### src/hw/homing_regs.svh
/*
 * Named constants for the home switch homing sequencer: method
 * selector codes, step indices and input synchroniser depth.
 * Assumes it is included by the design file only.
 */
`ifndef HOMING_REGS_SVH
`define HOMING_REGS_SVH

`define HOM_M19        8'h13
`define HOM_M20        8'h14
`define HOM_M21        8'h15
`define HOM_M22        8'h16
`define HOM_M23        8'h17
`define HOM_M24        8'h18
`define HOM_M25        8'h19
`define HOM_M26        8'h1a
`define HOM_IDX_FIRST  2'h0
`define HOM_IDX_LAST   2'h2
`define HOM_SYNC_DEPTH 3

`endif

### src/hw/homing_pkg.sv
/*
 * Types shared by the homing sequencer and its bench.
 * Assumes homing_regs.svh is on the include path.
 */
package homing_pkg;

	// One search step of a homing method
	typedef struct packed {
		logic valid;
		logic high;    // 1: high speed, 0: low speed
		logic rev;     // 1: reverse, 0: forward
		logic rise;    // 1: stop on rising edge, 0: on falling edge
	} step_t;

	typedef step_t [2:0] prog_t;

	// Command to the position loop
	typedef struct packed {
		logic run;
		logic high;
		logic rev;
	} motion_cmd_t;

	typedef enum logic [1:0] {
		ST_IDLE,
		ST_RUN,
		ST_DECEL
	} hom_state_t;

endpackage

### src/hw/home_switch_homing.sv
/*
 * Homing sequencer for methods 19 to 26: searches home switch edges at
 * high then low speed, or at low speed only when 19 to 24 start on the
 * switch, handles the forward limit for methods 23 to 26.
 * Assumes the position loop follows motion_cmd and reports standstill
 * on motor_stopped; switch and limit pins are asynchronous.
 */
// What this block does
// - Method 19: fast forward to rise, stop, slow reverse to fall.
// - Method 20: fast forward rise, slow reverse fall, slow forward rise.
// - Method 21: fast reverse to rise, stop, slow forward to fall.
// - Method 22: fast reverse rise, slow forward fall, slow reverse rise.
// - Method 23 without limit behaves exactly like method 19.
// - Method 23 at limit: fast reverse fall, slow fwd rise, reverse fall.
// - Method 24 without limit behaves exactly like method 20.
// - Method 24 at limit: fast reverse to fall, slow forward to rise.
// - Method 25: fast forward to fall, stop, slow reverse to rise.
// - Method 25 at limit: fast reverse rise, slow fwd fall, reverse rise.
// - Method 26: fast forward fall, slow reverse rise, slow forward fall.
// - Method 26 at limit: fast reverse to rise, slow forward to fall.
// - Homing runs only while the drive is in position mode.
`timescale 1ns/1ps
`include "homing_regs.svh"

module home_switch_homing
	import homing_pkg::*;
(
	// Clock and reset
	input  wire logic        clk_sys,
	input  wire logic        reset_n,
	// Request
	input  wire logic        start,
	input  wire logic [7:0]  method,
	input  wire logic        position_mode,
	// Position loop
	input  wire logic        motor_stopped,
	output motion_cmd_t      motion_cmd_ff,
	// Switch pins
	input  wire logic        home_sw,
	input  wire logic        fwd_limit,
	// Status
	output logic             busy_ff,
	output logic             done_ff,
	output logic             fault_ff,
	output logic             reject_ff
);

	logic [`HOM_SYNC_DEPTH-1:0] home_sync_ff;
	logic [`HOM_SYNC_DEPTH-1:0] lim_sync_ff;
	logic                       home_lvl_ff;
	logic                       home_prev_ff;
	logic                       lim_lvl_ff;
	hom_state_t                 state_ff;
	hom_state_t                 nxt_state;
	prog_t                      prog_ff;
	prog_t                      nxt_prog;
	logic [1:0]                 idx_ff;
	logic [1:0]                 nxt_idx;
	logic [7:0]                 method_ff;
	logic [7:0]                 nxt_method;
	logic                       lim_seen_ff;
	logic                       nxt_lim_seen;
	logic                       nxt_done;
	logic                       nxt_fault;
	logic                       nxt_reject;
	step_t                      cur;
	step_t                      nxt_step;
	logic                       home_rise;
	logic                       home_fall;
	logic                       edge_hit;
	logic                       method_ok;
	logic                       limit_method;

	function automatic step_t st(input logic high, input logic rev,
		input logic rise);
		st = '{valid: 1'b1, high: high, rev: rev, rise: rise};
	endfunction

	// Step list for a method; act = switch active at start, lim = limit met.
	// A method is a first search, a slow search back to the other edge and,
	// for some, a slow search onto the first edge again.
	function automatic prog_t program_of(input logic [7:0] m,
		input logic act, input logic lim);
		logic  rev0;
		logic  rise0;
		logic  fast;
		logic  third;
		prog_t p;
		// After the limit every method starts back in reverse
		rev0  = lim || m == `HOM_M21 || m == `HOM_M22;
		// 25 and 26 look for a fall first; the limit path swaps the edge
		rise0 = (m <= `HOM_M24) != lim;
		// Only 19 to 24 skip the fast search when starting on the switch
		fast  = lim || !act || m >= `HOM_M25;
		if (lim)
			third = m == `HOM_M23 || m == `HOM_M25;
		else
			third = m == `HOM_M20 || m == `HOM_M22
				|| m == `HOM_M24 || m == `HOM_M26;
		p = '0;
		if (fast)
		begin
			p[0] = st(1'b1, rev0, rise0);
			p[1] = st(1'b0, !rev0, !rise0);
			if (third)
				p[2] = st(1'b0, rev0, rise0);
		end
		else
		begin
			p[0] = st(1'b0, !rev0, !rise0);
			if (third)
				p[1] = st(1'b0, rev0, rise0);
		end
		program_of = p;
	endfunction

	// Pin synchronisers; a level is accepted once stages 2 and 3 agree
	always_ff @(posedge clk_sys)
	begin
		if (!reset_n)
		begin
			home_sync_ff <= '0;
			lim_sync_ff  <= '0;
			home_lvl_ff  <= 1'b0;
			lim_lvl_ff   <= 1'b0;
			home_prev_ff <= 1'b0;
		end
		else
		begin
			home_sync_ff <= {home_sync_ff[1:0], home_sw};
			lim_sync_ff  <= {lim_sync_ff[1:0], fwd_limit};
			if (home_sync_ff[1] == home_sync_ff[2])
				home_lvl_ff <= home_sync_ff[2];
			if (lim_sync_ff[1] == lim_sync_ff[2])
				lim_lvl_ff <= lim_sync_ff[2];
			home_prev_ff <= home_lvl_ff;
		end
	end

	assign home_rise    = home_lvl_ff & ~home_prev_ff;
	assign home_fall    = ~home_lvl_ff & home_prev_ff;
	assign cur          = prog_ff[idx_ff];
	assign edge_hit     = cur.rise ? home_rise : home_fall;
	assign method_ok    = method >= `HOM_M19 && method <= `HOM_M26;
	assign limit_method = method_ff >= `HOM_M23;

	always_comb
	begin
		nxt_state    = state_ff;
		nxt_prog     = prog_ff;
		nxt_idx      = idx_ff;
		nxt_method   = method_ff;
		nxt_lim_seen = lim_seen_ff;
		nxt_done     = 1'b0;
		nxt_fault    = 1'b0;
		nxt_reject   = 1'b0;
		case (state_ff)
			ST_IDLE:
				if (start && method_ok && position_mode)
				begin
					nxt_state    = ST_RUN;
					nxt_method   = method;
					nxt_prog     = program_of(method, home_lvl_ff, 1'b0);
					nxt_idx      = `HOM_IDX_FIRST;
					nxt_lim_seen = 1'b0;
				end
				else if (start)
					nxt_reject = 1'b1;
			ST_RUN:
				if (!position_mode)
				begin
					nxt_state = ST_IDLE;
					nxt_fault = 1'b1;
				end
				else if (idx_ff == `HOM_IDX_FIRST && cur.high && !cur.rev
					&& lim_lvl_ff && !lim_seen_ff)
				begin
					// Only 23..26 may turn back at the limit
					if (limit_method)
					begin
						nxt_prog     = program_of(method_ff, 1'b0, 1'b1);
						nxt_lim_seen = 1'b1;
					end
					else
					begin
						nxt_state = ST_IDLE;
						nxt_fault = 1'b1;
					end
				end
				else if (edge_hit)
				begin
					if (cur.high)
						nxt_state = ST_DECEL;
					else if (idx_ff == `HOM_IDX_LAST
						|| !prog_ff[idx_ff + 2'h1].valid)
					begin
						nxt_state = ST_IDLE;
						nxt_done  = 1'b1;
					end
					else
						nxt_idx = idx_ff + 2'h1;
				end
			ST_DECEL:
				if (!position_mode)
				begin
					nxt_state = ST_IDLE;
					nxt_fault = 1'b1;
				end
				else if (motor_stopped)
				begin
					nxt_state = ST_RUN;
					nxt_idx   = idx_ff + 2'h1;
				end
			default:
				nxt_state = ST_IDLE;
		endcase
	end

	assign nxt_step = nxt_prog[nxt_idx];

	always_ff @(posedge clk_sys)
	begin
		if (!reset_n)
		begin
			state_ff    <= ST_IDLE;
			prog_ff     <= '0;
			idx_ff      <= `HOM_IDX_FIRST;
			method_ff   <= '0;
			lim_seen_ff <= 1'b0;
		end
		else
		begin
			state_ff    <= nxt_state;
			prog_ff     <= nxt_prog;
			idx_ff      <= nxt_idx;
			method_ff   <= nxt_method;
			lim_seen_ff <= nxt_lim_seen;
		end
	end

	// Command is registered from next state so it changes with the state
	always_ff @(posedge clk_sys)
	begin
		if (!reset_n)
			motion_cmd_ff <= '0;
		else if (nxt_state == ST_RUN)
			motion_cmd_ff <= '{run: 1'b1, high: nxt_step.high,
				rev: nxt_step.rev};
		else
			motion_cmd_ff <= '0;
	end

	always_ff @(posedge clk_sys)
	begin
		if (!reset_n)
		begin
			busy_ff   <= 1'b0;
			done_ff   <= 1'b0;
			fault_ff  <= 1'b0;
			reject_ff <= 1'b0;
		end
		else
		begin
			busy_ff   <= nxt_state != ST_IDLE;
			done_ff   <= nxt_done;
			fault_ff  <= nxt_fault;
			reject_ff <= nxt_reject;
		end
	end

endmodule

### config.mk
export PLATFORM = sky130hd
export DESIGN_NAME = home_switch_homing
export DESIGN_NICKNAME = d
export VERILOG_FILES = /design/src/hw/homing_pkg.sv /design/src/hw/home_switch_homing.sv
export VERILOG_INCLUDE_DIRS = /design/src /design/src/hw
export SDC_FILE = /design/constraint.sdc
export NUM_CORES = 1
export LEC_CHECK = 0
export BUFFER_PORTS_ARGS = -buffer_cell sky130_fd_sc_hd__buf_4
export CORE_MARGIN = 5
export CORE_UTILIZATION = 30
export CTS_CLUSTER_SIZE = 40
export DETAILED_ROUTE_END_ITERATION = 16
export SLEW_MARGIN = 20
export SYNTH_ARGS = -nofsm -noshare
export SYNTH_HDL_FRONTEND = slang
export SYNTH_SLANG_ARGS = --single-unit
### constraint.sdc
create_clock -name clk_sys -period 2.7 [get_ports clk_sys]
set_clock_uncertainty 0.2 [all_clocks]
set_input_delay 0.27 -clock clk_sys [delete_from_list [all_inputs] [get_ports clk_sys]]
set_output_delay 0.27 -clock clk_sys [all_outputs]
set_load 0.1 [all_outputs]
==> impl_metrics.csv <==
group,metric,value,unit
cells_and_area,final_nets,308,
cells_and_area,final_common_cell,"buf_4",
sta,fin_crit,2.70,ns
cts,clockRootBuffer,"clkbuf_8",
floorplan,start_util,30.6,%
min_path,hold_class,"input pin to flop",
pwr,powerDensity,451,nW/um^2
cts,cts.sinks,41,
grt,grt_pass1_wl,8910,um
yosys,synth_edf_count,0,
yosys,syn_inst,243,
sta,worstMarginPinSlew,0.527,ns
floorplan,core_area,7180,sq um
yosys,yosys.area.top_type,"dfxtp_1",
yosys,yosysUniqueCellTypes,67,
pwr,p_leak,1.05,nW
cells_and_area,final_cell_area,2810,sq um
route,drt-wirelength-per-cell,14.3,um
placed_design,port_buffers,21,
worst_setup_path,startpoint_type,"flop",
route,drcViolationCount,0,
cells_and_area,area_growth,27.9,%
yosys,ys_async_sr_fraction,0,%
cells_and_area,drive_gt1_share,28.1,%
cts,cts_buffer_depth,2,
grt,grt_start_max_net_pins,37,
yosys,syn_area_per_cell,9.04,sq um
pwr,p_total,1.27,mW
yosys,synthTopCellsByArea,"dfxtp_1 (37%), nand2_1 (4.4%), ha_1 (3.4%)",
placed_design,dpl_cell_area,2530,sq um
worst_setup_path,cp_cell_sequence,"buf_6 -> ha_2 -> or4b_1 -> o31a_2 -> buf_4 -> o31ai_1 -> a41o_2 -> o21a_2 -> mux2i_2 -> a211oi_2",
floorplan,dieHeight,95.6,um
grt,grt-ovfl-total,0,
sta,fin_ws,-0.00311,ns
worst_setup_path,critPathArrivalTime,2.68,ns
sta,setup_violations,1,
status,outcome,"finished, violations left",
route,finalWirelength,5520,um
yosys,ys_seq_area_share,37.4,%
cts,htreeDepth,2,
grt,grt_pass1_vias,1794,
cells_and_area,nFillCells,724,
cts,clock_latency,0.29,ns
yosys,syn-num-nets,264,
sta,min_period_over_period,100,%
placed_design,dp_hpwl,4030,um
route,via_per_inst,5.17,
grt,track_usage,12.4,%
sta,hold_viol_final,0,
sta,slew_violations,0,
flow_run,drv_cap,0,
status,violations,"negative setup slack",
yosys,synthFlopType,"dfxtp_1",
cts,cts_tree,"done",
floorplan,die-area,9130,sq um
worst_setup_path,cp.required,2.68,ns
sta,rsz0062_at_grt,"yes",
placed_design,place_congestion,0.904,
yosys,synth_area,2200,sq um
route,dr.pass1.iters,5,
cts,cts_buffers,5,
floorplan,io-pin-count,22,
cells_and_area,final_cells,387,
yosys,ys_warn_count,0,
placed_design,placed_cells,367,
cts,clk_pin_slew,0.08,ns
floorplan,rows,31,
pwr,ir_drop,0.000267,V
yosys,synth_top_area_share,37.4,%
sta,relSlewSlack,64.6,%
yosys,ys_ff_latch,41,
sta,max_freq,370,MHz
route,drt_iter0_markers,215,
floorplan,die-width,95.6,um
grt,antenna_found_initial,0,
worst_setup_path,crit_type,"flop to flop",
cells_and_area,diodes,0,
route,antenna_left,0,
worst_setup_path,crit_slowest_cell,"or4b_1",
worst_setup_path,critPathMaxStageDelay,0.49,ns
cells_and_area,final_cell_mix,"buf_4 (42), dfxtp_1 (39), nand2_1 (26), a21oi_1 (13)",
worst_setup_path,cp-end-kind,"flop",
route,vias,2000,
worst_setup_path,cp_max_fo,7,
-- cell usage after synthesis, drive strengths merged (4+ instances only) --
library cell and count:
clkbuf 6, o211ai 4, a21oi 13, mux2i 6
nand3 7, dfxtp 41, ha 6, buf 4
nand2 27, and2 11, nor2 8, o21a 6
a211oi 4, a21boi 9, and3 7, nor3b 4
nand3b 4, inv 10, o21ai 11
-- per-stage QoR --
| step | setup slack, ns | setup TNS (ns) | hold WS, ns | utilization [%] |
|---|---|---|---|---|
| after global placement | 0.0321 | 0 | 0.219 | 35.2 |
| after floorplan | 0.0392 | 0 | 0.197 | - |
| final | -0.00311 | -0.00311 | 0.0170 | 39.1 |
| after global routing | -0.0611 | -0.0741 | 0.0140 | 39.1 |
| after detailed placement | 0.0142 | 0 | 0.224 | 35.2 |
| after CTS | 0.00528 | 0 | 0.0193 | 37.5 |
-- power breakdown --
part | leakage (nW) | internal (mW) | switching [mW]
registers | 0.333 | 0.610 | 0.00278
logic | 0.650 | 0.0324 | 0.0443
clock network | 0.0681 | 0.367 | 0.209
-- kinds of logic after synthesis --
group	after synthesis	synth area share, %
flops	41	37.4
fa+ha+maj	6	3.42
simple gates	89	22.7
buf+inv	20	4.79
xor+xnor	4	1.60
compound gates	76	26.7
mux	7	3.42
-- critical path, delay by kind of cell, from the launching register on --
kind	cells	cell delay [ns]
AO/OA/AOI/OAI	5	0.88
adder cells (fa/ha/maj)	1	0.17
buffers and inverters	2	0.28
flip-flops	1	0.33
multiplexers	1	0.23
AND/OR/NAND/NOR	1	0.49
-- area by class of cell --
class | count | area, sq um | share of cell area [%]
clock buffers | 5 | 68.8 | 2.45
inverters | 10 | 40.0 | 1.43
well taps | 99 | 124 | 4.41
repair buffers | 47 | 369 | 13.1
clock inverters | 3 | 65.1 | 2.32
multi-input cells | 182 | 1320 | 46.9
flip-flops and latches | 41 | 823 | 29.3
-- per-layer routing --
metal	share of wire [%]	GRT usage, %	up-vias
met5	0	0	-
met4	1.3	3.20	0
met3	7.9	3.24	9
met2	44	19.1	80
met1	46	17.0	917
li1	-	-	994
-- final timing paths --
kind	endpoint	start	slack (ns)	cells after the start
setup / recovery	motion_cmd_ff[1]$_SDFF_PN0_	idx_ff[1]$_SDFF_PN0_	-0.003	10
hold / removal	reject_ff$_SDFF_PP0_	start	0.02	2
setup reg to reg	motion_cmd_ff[1]$_SDFF_PN0_	idx_ff[1]$_SDFF_PN0_	-0.003	10
hold reg to reg	lim_sync_ff[1]$_SDFF_PN0_	lim_sync_ff[0]$_SDFF_PN0_	0.24	1
-- timing repair --
action	CTS	global route
resized for setup	0	14
pin swaps	1	9
endpoints found under the setup margin	1	3
hold buffers	2	0
buffers inserted	1	9
endpoints found under the hold margin	2	0
Note: power is estimated with default switching activity, not from simulation.
